===== src/operand_address_decode_pkg.sv =====
// package: addressing fields, selector codes, carriers for the operand address decoder
package operand_address_decode_pkg;
    localparam int unsigned word_w = 16;
    localparam int unsigned byte_w = 8;
    localparam logic [1:0] mod_disp0 = 2'h0;
    localparam logic [1:0] mod_disp8 = 2'h1;
    localparam logic [1:0] mod_disp16 = 2'h2;
    localparam logic [1:0] mod_reg = 2'h3;
    localparam logic [2:0] rm_bx_si = 3'h0;
    localparam logic [2:0] rm_bx_di = 3'h1;
    localparam logic [2:0] rm_bp_si = 3'h2;
    localparam logic [2:0] rm_bp_di = 3'h3;
    localparam logic [2:0] rm_si = 3'h4;
    localparam logic [2:0] rm_di = 3'h5;
    localparam logic [2:0] rm_bp = 3'h6;
    localparam logic [2:0] rm_bx = 3'h7;
    localparam int unsigned mod_lsb = 6;
    localparam int unsigned rm_lsb = 0;
    localparam logic [15:0] word_rst = 16'h0000;
    localparam logic [2:0] imm_max = 3'h2;

    // register values the address adder reads
    typedef struct packed {
        logic [15:0] base_word_register;
        logic [15:0] base_pointer;
        logic [15:0] source_index;
        logic [15:0] destination_index;
    } addr_regs_t;

    // per-instruction format supplied by the opcode decoder with the first byte
    typedef struct packed {
        logic has_modrm;
        logic [1:0] imm_bytes;
        logic flag_word_op;
    } opcode_info_t;

    // decoded result
    typedef struct packed {
        logic valid;
        logic is_memory;
        logic [15:0] effective_address;
        logic [15:0] displacement;
        logic [15:0] immediate;
        logic [7:0] modrm;
    } decode_out_t;
endpackage


===== src/operand_address_decode.sv =====
// operand addressing decoder: modrm, displacement, immediate, effective address, flag word
`timescale 1ns/1ps
// Contract
// - selector 011: base pointer plus destination index
// - selector 100: source index plus displacement
// - selector 101: destination index plus displacement
// - selector 110 with displacement: base pointer
// - selector 111: base word register plus displacement
// - displacement after second byte, immediate after
// - flag word handled as one 16-bit quantity
// - form 10: low byte then high byte
// - selector 000: base word plus source index
module operand_address_decode
(
    input wire logic clk,
    input wire logic rst_n,
    input wire logic byte_valid,
    input wire logic [7:0] byte_data,
    input wire logic first_byte,
    input wire operand_address_decode_pkg::opcode_info_t op_info,
    input wire operand_address_decode_pkg::addr_regs_t regs,
    input wire logic [15:0] flag_word_in,
    output operand_address_decode_pkg::decode_out_t dec_out,
    output logic [15:0] flag_word_out,
    output logic flag_word_valid
);
    import operand_address_decode_pkg::*;

    typedef enum logic [2:0] {st_idle, st_modrm, st_disp_lo, st_disp_hi, st_imm} state_t;

    state_t state_r;
    opcode_info_t info_r;
    logic [7:0] modrm_r;
    logic [7:0] modrm_nxt;
    logic [15:0] disp_r;
    logic [15:0] imm_r;
    logic [1:0] imm_cnt_r;
    logic [1:0] mode;
    logic [2:0] sel;
    logic [15:0] ea_nxt;
    logic [15:0] disp_nxt;
    logic finish;
    logic need_disp;
    logic disp_wide;

    assign mode = modrm_nxt[mod_lsb +: 2];
    assign sel = modrm_nxt[rm_lsb +: 3];
    // direct form: mode 00 with selector 110 carries a 16-bit address instead of base pointer
    assign need_disp = (mode == mod_disp8) || (mode == mod_disp16) || (mode == mod_disp0 && sel == rm_bp);
    assign disp_wide = (mode == mod_disp16) || (mode == mod_disp0 && sel == rm_bp);

    // the selector byte counts in its own cycle, so a two-byte instruction
    // completes without waiting one more clock for the captured copy
    always_comb
    begin
        modrm_nxt = modrm_r;
        if (byte_valid && !first_byte && state_r == st_modrm)
            modrm_nxt = byte_data;
    end

    // byte sequencer: opcode, selector byte, displacement, then immediate
    always_ff @(posedge clk or negedge rst_n)
    begin
        if (!rst_n)
        begin
            state_r <= st_idle;
            info_r <= '0;
            modrm_r <= 8'h00;
            disp_r <= word_rst;
            imm_r <= word_rst;
            imm_cnt_r <= 2'h0;
        end
        else if (byte_valid)
        begin
            if (first_byte)
            begin
                info_r <= op_info;
                modrm_r <= 8'h00;
                disp_r <= word_rst;
                imm_r <= word_rst;
                imm_cnt_r <= 2'h0;
                if (op_info.has_modrm)
                    state_r <= st_modrm;
                else if (op_info.imm_bytes != 2'h0)
                    state_r <= st_imm;
                else
                    state_r <= st_idle;
            end
            else
            begin
                unique case (state_r)
                    st_idle:
                        state_r <= st_idle;
                    st_modrm:
                    begin
                        modrm_r <= byte_data;
                        if (byte_data[mod_lsb +: 2] != mod_reg
                            && (byte_data[mod_lsb +: 2] != mod_disp0 || byte_data[rm_lsb +: 3] == rm_bp))
                            state_r <= st_disp_lo;
                        else if (info_r.imm_bytes != 2'h0)
                            state_r <= st_imm;
                        else
                            state_r <= st_idle;
                    end
                    st_disp_lo:
                    begin
                        // short form sign-extends; wide form waits for the high byte
                        disp_r <= {{8{byte_data[7]}}, byte_data};
                        if (disp_wide)
                            state_r <= st_disp_hi;
                        else if (info_r.imm_bytes != 2'h0)
                            state_r <= st_imm;
                        else
                            state_r <= st_idle;
                    end
                    st_disp_hi:
                    begin
                        disp_r <= {byte_data, disp_r[7:0]};
                        state_r <= (info_r.imm_bytes != 2'h0) ? st_imm : st_idle;
                    end
                    st_imm:
                    begin
                        if (imm_cnt_r == 2'h0)
                            imm_r <= {8'h00, byte_data};
                        else
                            imm_r <= {byte_data, imm_r[7:0]};
                        imm_cnt_r <= imm_cnt_r + 2'h1;
                        if (imm_cnt_r + 2'h1 >= info_r.imm_bytes || imm_cnt_r + 2'h1 >= imm_max[1:0])
                            state_r <= st_idle;
                    end
                    default:
                        state_r <= st_idle;
                endcase
            end
        end
    end

    // last byte of the instruction was taken this cycle
    always_comb
    begin
        finish = 1'b0;
        if (byte_valid && !first_byte)
        begin
            unique case (state_r)
                st_modrm:
                    finish = !((byte_data[mod_lsb +: 2] != mod_reg
                        && (byte_data[mod_lsb +: 2] != mod_disp0 || byte_data[rm_lsb +: 3] == rm_bp))
                        || info_r.imm_bytes != 2'h0);
                st_disp_lo:
                    finish = !disp_wide && info_r.imm_bytes == 2'h0;
                st_disp_hi:
                    finish = info_r.imm_bytes == 2'h0;
                st_imm:
                    finish = (imm_cnt_r + 2'h1 >= info_r.imm_bytes) || (imm_cnt_r + 2'h1 >= imm_max[1:0]);
                default:
                    finish = 1'b0;
            endcase
        end
        // an opcode byte never completes: a single-byte opcode gives no result pulse
    end

    // completed displacement, including a byte arriving this cycle
    always_comb
    begin
        disp_nxt = need_disp ? disp_r : word_rst;
        if (byte_valid && !first_byte && state_r == st_disp_lo)
            disp_nxt = {{8{byte_data[7]}}, byte_data};
        else if (byte_valid && !first_byte && state_r == st_disp_hi)
            disp_nxt = {byte_data, disp_r[7:0]};
    end

    // 16-bit sums wrap; relocation is applied downstream
    always_comb
    begin
        unique case (sel)
            rm_bx_si: ea_nxt = 16'(regs.base_word_register + regs.source_index + disp_nxt);
            rm_bx_di: ea_nxt = 16'(regs.base_word_register + regs.destination_index + disp_nxt);
            rm_bp_si: ea_nxt = 16'(regs.base_pointer + regs.source_index + disp_nxt);
            rm_bp_di: ea_nxt = 16'(regs.base_pointer + regs.destination_index + disp_nxt);
            rm_si: ea_nxt = 16'(regs.source_index + disp_nxt);
            rm_di: ea_nxt = 16'(regs.destination_index + disp_nxt);
            rm_bp: ea_nxt = (mode == mod_disp0) ? disp_nxt : 16'(regs.base_pointer + disp_nxt);
            rm_bx: ea_nxt = 16'(regs.base_word_register + disp_nxt);
        endcase
    end

    // result register, pulses valid for one cycle when the instruction completes
    always_ff @(posedge clk or negedge rst_n)
    begin
        if (!rst_n)
            dec_out <= '0;
        else
        begin
            dec_out.valid <= finish;
            if (finish)
            begin
                dec_out.is_memory <= info_r.has_modrm && mode != mod_reg && !first_byte;
                dec_out.effective_address <= ea_nxt;
                dec_out.displacement <= disp_nxt;
                dec_out.modrm <= modrm_nxt;
                if (byte_valid && state_r == st_imm)
                    dec_out.immediate <= (imm_cnt_r == 2'h0) ? {8'h00, byte_data} : {byte_data, imm_r[7:0]};
                else
                    dec_out.immediate <= imm_r;
            end
        end
    end

    // flag word moves whole, never bit by bit
    always_ff @(posedge clk or negedge rst_n)
    begin
        if (!rst_n)
        begin
            flag_word_out <= word_rst;
            flag_word_valid <= 1'b0;
        end
        else
        begin
            flag_word_valid <= byte_valid && first_byte && op_info.flag_word_op;
            if (byte_valid && first_byte && op_info.flag_word_op)
                flag_word_out <= flag_word_in;
        end
    end
endmodule


===== config.mk =====
export PLATFORM = sky130hd
export DESIGN_NAME = operand_address_decode
export DESIGN_NICKNAME = d
export VERILOG_FILES = /design/src/operand_address_decode_pkg.sv /design/src/operand_address_decode.sv
export SDC_FILE = /design/constraint.sdc
export NUM_CORES = 1
export LEC_CHECK = 0
export ABC_AREA = 0
export BUFFER_PORTS_ARGS = -buffer_cell sky130_fd_sc_hd__clkbuf_2
export CELL_PAD_IN_SITES_DETAIL_PLACEMENT = 1
export CELL_PAD_IN_SITES_GLOBAL_PLACEMENT = 1
export CORE_MARGIN = 3
export CORE_UTILIZATION = 41
export CTS_CLUSTER_DIAMETER = 100
export DETAILED_ROUTE_END_ITERATION = 7
export PLACE_DENSITY = 0.73
export SLEW_MARGIN = 20
export SYNTH_ARGS = -nofsm -noshare
export SYNTH_HDL_FRONTEND = slang
export SYNTH_SLANG_ARGS = --single-unit

===== constraint.sdc =====
create_clock -name clk -period 7.5 [get_ports clk]
set_input_delay 0 -clock clk [delete_from_list [all_inputs] [get_ports clk]]
set_output_delay 0 -clock clk [all_outputs]
set_load 0.01 [all_outputs]

==> impl_metrics.env, run 1 <==
export IMPL_outcome="completed"
export IMPL_power_leakage_nw=6.62
export IMPL_drive_above_1_share=0.183
export IMPL_met3RoutedLength_mm=2.17
export IMPL_die_height_um=176
export IMPL_wl_mm=43.1
export IMPL_grt_pass1_wl_mm=67.7
export IMPL_detailedPlacementHpwl_mm=33.3
export IMPL_timing_final_max_slew_violations=0
export IMPL_cts_sinks=123
export IMPL_grt_antenna_before_repair=0
export IMPL_first_global_vias=11700
export IMPL_ys_seq_elements=123
export IMPL_io_pin_count=171
export IMPL_globalplace_congestion=0.907
export IMPL_route_antenna_remaining_nets=0
export IMPL_synth_area_leaders="sky130_fd_sc_hd__dfrtp_1, sky130_fd_sc_hd__fa_1, sky130_fd_sc_hd__ha_1, sky130_fd_sc_hd__nand2_1, sky130_fd_sc_hd__xnor2_1"
export IMPL_async_reset_ff_frac=1.00
export IMPL_max_freq_ghz=0.147
export IMPL_die_area_um2=31000
export IMPL_clockRootBuffer="sky130_fd_sc_hd__clkbuf_16"
export IMPL_vias_per_cell=5.95
export IMPL_iteration_count_of_the_initial_detailed_routing_pass=5
export IMPL_yosys_most_used_dff="sky130_fd_sc_hd__dfrtp_1"
export IMPL_cts_path_max_buffers=2
export IMPL_synthesis_warning_total=0
export IMPL_worst_setup_path_end_kind="flop"
export IMPL_wl_per_cell_um=22.7
export IMPL_coreArea_um2=28200
export IMPL_cts_buffers=17
export IMPL_cell_accounting_for_the_most_synthesized_area="sky130_fd_sc_hd__dfrtp_1"
export IMPL_critical_path_arrival_ns=7.12
export IMPL_post_cts_setup_buffers=0
export IMPL_grt_overflow_total=0
export IMPL_min_delay_path_class="in -> reg"
export IMPL_maximum_number_of_pins_on_one_net_before_global_route_repair=72
export IMPL_post_layout_net_count=1757
export IMPL_critical_path_peak_fanout=11
export IMPL_clkTransAtPathRegs_ns=0.06
export IMPL_floorplan_rows=61
export IMPL_criticalPathCategory="reg -> reg"
export IMPL_post_route_drc_count=0
export IMPL_setup_viol=0
export IMPL_area_delta_synth_final_pct=17.7
export IMPL_ys_seq_area_frac=0.260
export IMPL_final_critical_path_setup_slack_ns=0.683
export IMPL_worst_pin_slew_ns=1.15
export IMPL_max_cap_violations=0
export IMPL_final_cells=1895
export IMPL_vias=11300
export IMPL_synthesis_area_um2=11900
export IMPL_cts_htree_levels=4
export IMPL_synth_area_per_cell_um2=8.96
export IMPL_netlist_top_cells_count="sky130_fd_sc_hd__nand2_1, sky130_fd_sc_hd__dfrtp_1, sky130_fd_sc_hd__nor2_1"
export IMPL_fin_setup_tns_ns=0
export IMPL_timing_critical_path_from_type="flop"
export IMPL_wirelength_met1_mm=19.1
export IMPL_topRoutingLayerUsed="met4"
export IMPL_floorplan_initialDensity=0.421
export IMPL_synthCells=1323
export IMPL_max_vdd_ir_drop_mv=0.166
export IMPL_die_width_um=176
export IMPL_dpl_cell_count=1843
export IMPL_timing_final_hold_violations=0
export IMPL_layout_worst_path_cycle_share=0.909
export IMPL_cellPowerDensity_nw_per_um2=219
export IMPL_met2_length_mm=21.1
export IMPL_post_route_min_period_ns=6.82
export IMPL_initialDrtViolationCount=833
export IMPL_groute_usage_overall=0.279
export IMPL_post_synthesis_net_count=1576
export IMPL_cts_tree="built"
export IMPL_clock_skew_final_ns=0.00788
export IMPL_placement_setup_worst_slack_ns=0.240
export IMPL_clk_latency_ns=0.41
export IMPL_ys_types=88
export IMPL_netlist_area_leader_share=0.260
export IMPL_library_cell_with_the_highest_instance_count_after_synthesis="sky130_fd_sc_hd__nand2_1"
export IMPL_timing_critical_path_required_ns=7.80
export IMPL_grt_setup_unrepaired="no"
export IMPL_synth_enable_flop_cells=0
export IMPL_max_slew_margin_rel=0.232
export IMPL_i_o_buffers=170
critical path, stage by stage (launching register included):
cell,delay (ns)
sky130_fd_sc_hd__dfrtp_1,0.49
sky130_fd_sc_hd__nor2b_4,0.30
sky130_fd_sc_hd__nand2_1,0.26
sky130_fd_sc_hd__mux2i_1,0.38
sky130_fd_sc_hd__ha_2,0.38
sky130_fd_sc_hd__nand2_1,0.12
sky130_fd_sc_hd__a211oi_2,0.33
sky130_fd_sc_hd__nor3_2,0.15
sky130_fd_sc_hd__a21oi_1,0.17
sky130_fd_sc_hd__buf_4,0.18
sky130_fd_sc_hd__a22oi_1,0.07
sky130_fd_sc_hd__buf_4,0.18
sky130_fd_sc_hd__inv_1,0.27
sky130_fd_sc_hd__fa_1,0.49
sky130_fd_sc_hd__ha_1,0.25
sky130_fd_sc_hd__fa_1,0.49
sky130_fd_sc_hd__a211oi_1,0.41
sky130_fd_sc_hd__o21ai_0,0.28
sky130_fd_sc_hd__a311oi_1,0.42
sky130_fd_sc_hd__o21bai_1,0.11
sky130_fd_sc_hd__a21oi_1,0.26
sky130_fd_sc_hd__o21ai_0,0.16
sky130_fd_sc_hd__xnor2_1,0.17
sky130_fd_sc_hd__o221ai_1,0.13
sky130_fd_sc_hd__o31a_1,0.26
stage by stage:
stage          hold slack, ns  total power, W  utilization  instance area (um2)
5_1_grt                0.0583         0.00326        0.495                13900
2_1_floorplan          -0.296         0.00174            -                11900
6_report               0.0337         0.00305        0.495                13900
4_1_cts               0.00340         0.00306        0.495                13900
3_5_place_dp            0.202         0.00223        0.467                13200
3_3_place_gp            0.200         0.00219        0.467                13200
flip-flops by register name, indices dropped and copies added, names as in the netlist:
name / count
imm_r: 16
dec_out: 58
info_r: 3
flag_word_out: 16
flag_word_valid: 1
disp_r: 16
modrm_r: 8
state_r: 3
imm_cnt_r: 2
metal layers:
metal  up-vias  global-route usage
met5         -                   0
met4         0              0.0577
met3        56              0.0419
met2       321               0.474
met1      5670               0.380
li1       5221                   -
repair_timing:
item                                    CTS  global route
hold buffers                             20             0
gates resized for setup                   0             3
endpoints found under the setup margin    0             4
hold endpoints to repair                 89             0
cell type report:
| cell class | instances | area (um2) |
|---|---|---|
| clock buffers | 20 | 447 |
| multi-input cells | 1088 | 8350 |
| repair buffers | 218 | 1260 |
| flip-flops and latches | 123 | 3080 |
| inverters | 56 | 210 |
| diodes | 1 | 2.50 |
| clock inverters | 11 | 121 |
| fillers | 3338 | 14200 |
| well taps | 378 | 473 |
cell families after synthesis:
kind of cell	synth area share
compound gates	0.234
xor+xnor	0.0558
fa+ha+maj	0.208
buf+inv	0.0375
flops	0.260
mux	0.0428
simple gates	0.162
final timing paths:
path / start / endpoint / slack, ns / cells after the start
max reg2reg: state_r[1] / dec_out[55] / 0.68 / 24
max: state_r[1] / dec_out[55] / 0.68 / 24
max in group asynchronous: rst_n / flag_word_out[14] / 5.87 / 3
min reg2reg: dec_out[38] / dec_out[38] / 0.47 / 2
min in group asynchronous: rst_n / dec_out[45] / 0.27 / 2
min: byte_data[5] / modrm_r[5] / 0.03 / 3
where the power goes:
| part | leakage (nW) | internal (W) | total (W) | switching (W) |
|---|---|---|---|---|
| combinational | 4.77 | 0.000519 | 0.00127 | 0.000750 |
| sequential | 1.57 | 0.000842 | 0.000973 | 0.000131 |
| clock | 0.276 | 0.000495 | 0.000806 | 0.000311 |
| total | 6.62 | 0.00186 | 0.00305 | 0.00119 |
placed cells by master (no fill, tap or decap), types with 20 or more instances in the layout:
cell                            count
sky130_fd_sc_hd__xor2_1            21
sky130_fd_sc_hd__clkbuf_2         169
sky130_fd_sc_hd__nor2_1           112
sky130_fd_sc_hd__mux2i_1           27
sky130_fd_sc_hd__a221oi_1          30
sky130_fd_sc_hd__dlygate4sd3_1     20
sky130_fd_sc_hd__ha_1              90
sky130_fd_sc_hd__o21ai_0           70
sky130_fd_sc_hd__buf_4             29
sky130_fd_sc_hd__dfrtp_1          123
sky130_fd_sc_hd__a22oi_1           31
sky130_fd_sc_hd__mux2_2            21
sky130_fd_sc_hd__nand2_1          144
sky130_fd_sc_hd__nand3_1           29
sky130_fd_sc_hd__xnor2_1           52
sky130_fd_sc_hd__fa_1              66
sky130_fd_sc_hd__inv_1             54
sky130_fd_sc_hd__nor3_1            30
sky130_fd_sc_hd__a21oi_1           81
Power figures use the tool's default switching activity.
==> run 2, diff against run 1 <==
CORE_ASPECT_RATIO = 1.5   (was default)
==> run 2 against run 1 <==
- fmax is 1.5% lower
- cell count increased by 0.42%
- clock skew increased by 0.0022 ns
- highest routed layer unchanged
==> impl_metrics.env, run 2 (synthesis gave the netlist of run 1 again) <==
export IMPL_outcome="completed"
export IMPL_post_layout_net_count=1758
export IMPL_critical_path_peak_fanout=14
export IMPL_antenna_cells=0
export IMPL_globalplace_congestion=0.905
export IMPL_min_delay_path_class="in -> reg"
export IMPL_comb_power_share=0.402
export IMPL_clk_latency_ns=0.43
export IMPL_final_common_cell="sky130_fd_sc_hd__clkbuf_2"
export IMPL_power_w=0.00314
export IMPL_coreArea_um2=28200
export IMPL_timing_final_max_slew_violations=0
export IMPL_initialDrtViolationCount=598
export IMPL_fin_setup_tns_ns=0
export IMPL_area_delta_synth_final_pct=18.3
export IMPL_maximum_number_of_pins_on_one_net_before_global_route_repair=64
export IMPL_holdPathEnd="modrm_r[5]"
export IMPL_critical_path_arrival_ns=7.25
export IMPL_grt_pass1_wl_mm=68.0
export IMPL_pwr_share_seq=0.310
export IMPL_worst_pin_slew_ns=1.07
export IMPL_timing_critical_path_from_type="flop"
export IMPL_internal_power_w=0.00193
export IMPL_power_frac_clock=0.288
export IMPL_die_height_um=214
export IMPL_netSwitchingPower_w=0.00120
export IMPL_die_area_um2=31000
export IMPL_hold_path_startpoint="byte_data[5]"
export IMPL_groute_usage_overall=0.280
export IMPL_post_cts_setup_buffers=0
export IMPL_worst_setup_path_end_kind="flop"
export IMPL_max_ffs_per_register=58
export IMPL_power_share_switching=0.383
export IMPL_r2r_start="state_r[2]"
export IMPL_first_global_vias=12200
export IMPL_floorplan_rows=75
export IMPL_largest_register="dec_out"
export IMPL_max_vdd_ir_drop_mv=0.165
export IMPL_min_path_cells=3
export IMPL_max_slew_margin_rel=0.282
export IMPL_detailedPlacementHpwl_mm=33.9
export IMPL_clock_skew_final_ns=0.0101
export IMPL_post_route_drc_count=0
export IMPL_timing_final_hold_violations=0
export IMPL_critical_path_reg2reg_endpoint="dec_out[55]"
export IMPL_die_width_um=145
export IMPL_iteration_count_of_the_initial_detailed_routing_pass=5
export IMPL_criticalPathCategory="reg -> reg"
export IMPL_layout_worst_path_cycle_share=0.923
export IMPL_floorplan_initialDensity=0.420
export IMPL_vias=11300
export IMPL_most_common_layout_cells="sky130_fd_sc_hd__clkbuf_2, sky130_fd_sc_hd__nand2_1, sky130_fd_sc_hd__dfrtp_1"
export IMPL_max_freq_ghz=0.144
export IMPL_grt_overflow_total=0
export IMPL_drive_above_1_share=0.184
export IMPL_max_cap_violations=0
export IMPL_cts_path_max_buffers=2
export IMPL_vias_per_cell=5.96
export IMPL_grt_antenna_before_repair=0
export IMPL_route_antenna_remaining_nets=0
export IMPL_cp_startpoint="state_r[2]"
export IMPL_cts_buffers=17
export IMPL_rrSetupSlack_ns=0.58
export IMPL_wl_mm=42.9
export IMPL_timing_critical_path_required_ns=7.82
export IMPL_cts_htree_levels=4
export IMPL_cts_sinks=123
export IMPL_power_leakage_nw=6.64
export IMPL_grt_setup_unrepaired="no"
export IMPL_clockRootBuffer="sky130_fd_sc_hd__clkbuf_16"
export IMPL_rr_worst_depth=21
export IMPL_cts_tree="built"
export IMPL_io_pin_count=171
export IMPL_filler_cell_count=3341
export IMPL_setup_viol=0
export IMPL_i_o_buffers=170
export IMPL_wl_per_cell_um=22.6
export IMPL_clkTransAtPathRegs_ns=0.06
export IMPL_cellPowerDensity_nw_per_um2=224
export IMPL_post_route_min_period_ns=6.92
run 2: cell types whose count changed in the layout (fill, tap and decap cells not counted), moves of 2 or more:
| cell | before | now |
|---|---|---|
| sky130_fd_sc_hd__clkinvlp_4 | 2 | 5 |
| sky130_fd_sc_hd__bufinv_16 | 2 | 4 |
| sky130_fd_sc_hd__clkbuf_1 | 2 | 0 |
| sky130_fd_sc_hd__clkinv_2 | 4 | 1 |
run 2: worst max path at each step:
stage                   to  slack (ns)  cells past startpoint
2_1_floorplan  dec_out[55]        1.35                     25
3_3_place_gp   dec_out[55]        0.65                     21
3_5_place_dp   dec_out[55]        0.45                     21
4_1_cts        dec_out[55]        0.39                     21
5_1_grt        dec_out[55]      0.0001                     23
6_report       dec_out[55]        0.58                     21
run 2: what timing repair did:
item                                    CTS  global route
hold buffers                             20             0
gates resized for setup                   0             1
endpoints found under the hold margin    80             0
endpoints found under the setup margin    0             3
run 2: metal layers:
| layer | vias to the layer above | GRT usage | part of all wire |
|---|---|---|---|
| met3 | 104 | 0.0413 | 0.041 |
| met1 | 5705 | 0.330 | 0.40 |
| met5 | - | 0 | 0 |
| li1 | 5216 | - | - |
| met4 | 0 | 0.0974 | 0.036 |
| met2 | 311 | 0.508 | 0.53 |
run 2: power by group through the flow:
stage	logic, W	clock network, W	registers [W]
finish	0.00126	0.000903	0.000971
global route	0.00141	0.000944	0.000997
CTS	0.00127	0.000917	0.000971
detailed placement	0.00126	0	0.000983
global placement	0.00123	0	0.000974
floorplan	0.000730	0	0.00101
run 2: worst max-delay path, stage by stage, from the launching register on:
cell and delay (ns):
sky130_fd_sc_hd__dfrtp_1 0.51, sky130_fd_sc_hd__nor3b_4 0.53, sky130_fd_sc_hd__nand2_1 0.33, sky130_fd_sc_hd__mux2i_1 0.38, sky130_fd_sc_hd__ha_1 0.36, sky130_fd_sc_hd__nor3_2 0.41
sky130_fd_sc_hd__a21oi_1 0.18, sky130_fd_sc_hd__buf_4 0.19, sky130_fd_sc_hd__a22oi_1 0.33, sky130_fd_sc_hd__inv_1 0.23, sky130_fd_sc_hd__fa_1 0.42, sky130_fd_sc_hd__ha_1 0.28
sky130_fd_sc_hd__fa_1 0.48, sky130_fd_sc_hd__a21oi_1 0.29, sky130_fd_sc_hd__o2111ai_1 0.30, sky130_fd_sc_hd__a211oi_1 0.36, sky130_fd_sc_hd__o21bai_1 0.16, sky130_fd_sc_hd__o31ai_1 0.27
sky130_fd_sc_hd__xor2_1 0.11, sky130_fd_sc_hd__a221oi_1 0.24, sky130_fd_sc_hd__o221ai_1 0.18, sky130_fd_sc_hd__o31a_1 0.26
run 2: through the flow:
step / setup WS, ns / hold WS, ns / cell area, um2 / std cells / utilization
2_1_floorplan: 1.35 / -0.296 / 11900 / 1323 / -
5_1_grt: 0.000107 / 0.0438 / 14000 / 1903 / 0.496
6_report: 0.576 / 0.0365 / 14000 / 1903 / 0.496
3_3_place_gp: 0.654 / 0.149 / 13200 / 1851 / 0.467
3_5_place_dp: 0.448 / 0.154 / 13200 / 1851 / 0.467
4_1_cts: 0.385 / 0.0143 / 14000 / 1903 / 0.496
run 2: final cells by class:
class | count | area (um2) | area share
multi-input combinational | 1088 | 8340 | 0.595
sequential | 123 | 3080 | 0.219
timing repair buffer | 219 | 1270 | 0.0906
tap | 385 | 482 | 0.0344
clock buffer | 19 | 453 | 0.0323
inverter | 56 | 210 | 0.0150
clock inverter | 13 | 189 | 0.0135
==> run 3, diff against run 2 <==
CORE_MARGIN = 5   (was 3)
MAX_ROUTING_LAYER = met4   (was default)
==> run 3 against run 2 <==
- critical path depth rose by 2
- critical path type unchanged
- clock power rose by 2%
- largest power group unchanged
- fmax rose by 0.64%
- utilization fell by 0.55 points
==> impl_metrics.env, run 3 (synthesis gave the netlist of run 1 again) <==
export IMPL_iteration_count_of_the_initial_detailed_routing_pass=5
export IMPL_maximum_number_of_pins_on_one_net_before_global_route_repair=72
export IMPL_max_cap_violations=0
export IMPL_wl_per_cell_um=23.1
export IMPL_clockRootBuffer="sky130_fd_sc_hd__clkbuf_16"
export IMPL_wl_mm=44.1
export IMPL_die_area_um2=32500
export IMPL_cts_sinks=123
export IMPL_criticalPathCategory="reg -> reg"
export IMPL_cellPowerDensity_nw_per_um2=226
export IMPL_fin_setup_tns_ns=0
export IMPL_worst_path_max_delay_cell="sky130_fd_sc_hd__fa_1"
export IMPL_r2r_start="state_r[1]"
export IMPL_grt_setup_unrepaired="no"
export IMPL_cts_path_max_buffers=2
export IMPL_setup_viol=0
export IMPL_cts_htree_levels=4
export IMPL_min_delay_path_class="in -> reg"
export IMPL_rr_worst_depth=23
export IMPL_power_leakage_nw=6.66
export IMPL_cp_startpoint="state_r[1]"
export IMPL_final_cells=1908
export IMPL_vias_per_cell=5.91
export IMPL_initialDrtViolationCount=484
export IMPL_timing_final_hold_violations=0
export IMPL_coreArea_um2=28600
export IMPL_timing_final_max_slew_violations=0
export IMPL_clock_skew_final_ns=0.0101
export IMPL_die_width_um=149
export IMPL_max_slew_margin_rel=0.319
export IMPL_post_layout_net_count=1758
export IMPL_area_delta_synth_final_pct=18.6
export IMPL_layout_worst_path_cycle_share=0.917
export IMPL_crit_path_to="dec_out[55]"
export IMPL_timing_critical_path_from_type="flop"
export IMPL_rrSetupSlack_ns=0.62
export IMPL_post_route_min_period_ns=6.88
export IMPL_cts_buffers=17
export IMPL_globalplace_congestion=0.944
export IMPL_worst_setup_path_end_kind="flop"
export IMPL_cts_tree="built"
export IMPL_i_o_buffers=170
export IMPL_vias=11300
export IMPL_critical_path_arrival_ns=7.20
export IMPL_timing_critical_path_slowest_cell_delay_ns=0.49
export IMPL_critical_path_peak_fanout=11
export IMPL_die_height_um=218
export IMPL_antenna_cells=0
export IMPL_post_route_drc_count=0
export IMPL_largest_register="dec_out"
export IMPL_route_antenna_remaining_nets=0
export IMPL_max_freq_ghz=0.145
export IMPL_max_ffs_per_register=58
export IMPL_worst_pin_slew_ns=1.02
export IMPL_crit_chain="nor2b_2 > nand2_1 > mux2i_1 > ha_1 > nand2_1 > a211oi_2 > nor3_2 > a21oi_1 > buf_4 > a22oi_1 > inv_1 > fa_1 > ha_1 > fa_1 > a21oi_1 > o2111ai_1 > a211oi_1 > o21bai_1 > o31ai_1 > xor2_1 > a221oi_1 > o221ai_1 > o31a_1"
export IMPL_grt_overflow_total=0
export IMPL_floorplan_initialDensity=0.414
export IMPL_drive_above_1_share=0.184
export IMPL_dpl_cell_count=1854
export IMPL_floorplan_rows=76
export IMPL_outcome="completed"
export IMPL_io_pin_count=171
export IMPL_grt_pass1_wl_mm=67.2
export IMPL_detailedPlacementHpwl_mm=35.2
export IMPL_max_vdd_ir_drop_mv=0.116
export IMPL_groute_usage_overall=0.276
export IMPL_first_global_vias=12000
export IMPL_timing_critical_path_required_ns=7.82
export IMPL_clk_latency_ns=0.43
export IMPL_most_common_layout_cells="sky130_fd_sc_hd__clkbuf_2, sky130_fd_sc_hd__nand2_1, sky130_fd_sc_hd__dfrtp_1"
export IMPL_critical_path_reg2reg_endpoint="dec_out[55]"
export IMPL_grt_antenna_before_repair=0
export IMPL_clkTransAtPathRegs_ns=0.06
export IMPL_final_common_cell="sky130_fd_sc_hd__clkbuf_2"
export IMPL_min_path_cells=3
run 3: worst min-delay path by stage:
| stage | start | end | slack, ns |
|---|---|---|---|
| 3_5_place_dp | rst_n | dec_out[11] | 0.21 |
| 2_1_floorplan | rst_n | dec_out[0] | -0.30 |
| 6_report | byte_data[4] | modrm_r[4] | 0.03 |
| 4_1_cts | byte_data[5] | modrm_r[5] | 0.009 |
| 5_1_grt | byte_data[4] | modrm_r[4] | 0.04 |
| 3_3_place_gp | rst_n | dec_out[11] | 0.22 |
run 3: timing repair:
action | in CTS | in global routing
endpoints found under the hold margin | 91 | 0
gates resized for setup | 0 | 1
endpoints found under the setup margin | 0 | 2
hold buffers | 20 | 0
setup buffers | 0 | 2
run 3: per-layer routing:
layer | vias up | GRT usage | routed length, um
met5 | - | - | 0
met2 | 285 | 0.497 | 23300
met1 | 5709 | 0.313 | 17600
li1 | 5204 | - | -
met4 | 0 | 0.103 | 1640
met3 | 87 | 0.0317 | 1610
run 3: worst max-delay path: cells and delay by family, from the launching register on:
kind,cells,cell delay (ns)
muxes,1,0.39
xor gates and xnor gates,1,0.12
AOI/OAI and AO/OA,11,2.76
buffers and inverters,2,0.51
and+or+nand+nor,4,0.98
adders and majority gates,4,1.53
DFF,1,0.47
run 3: cell type report:
class                      instances  area, um2
timing repair buffer             219       1270
clock inverter                    14        216
sequential                       123       3080
multi-input combinational       1088       8350
inverter                          56        210
fill                            3376      14600
tap                              390        488
clock buffer                      18        439
run 3: report_power, final:
part | leakage [nW] | internal [W] | total [W] | switching [W]
sequential | 1.57 | 0.000842 | 0.000968 | 0.000126
combinational | 4.78 | 0.000521 | 0.00128 | 0.000763
clock | 0.309 | 0.000599 | 0.000922 | 0.000323
total | 6.66 | 0.00196 | 0.00317 | 0.00121
run 3: metrics by stage:
| step | setup slack (ns) | cell area, um2 | utilization | power, W | hold WS [ns] |
|---|---|---|---|---|---|
| after floorplan | 1.35 | 11900 | - | 0.00174 | -0.296 |
| after global placement | 0.792 | 13200 | 0.460 | 0.00221 | 0.218 |
| after detailed placement | 0.444 | 13200 | 0.460 | 0.00225 | 0.213 |
| after CTS | 0.393 | 14000 | 0.490 | 0.00320 | 0.00908 |
| after global routing | 0.152 | 14100 | 0.491 | 0.00336 | 0.0383 |
| final | 0.620 | 14100 | 0.491 | 0.00317 | 0.0344 |
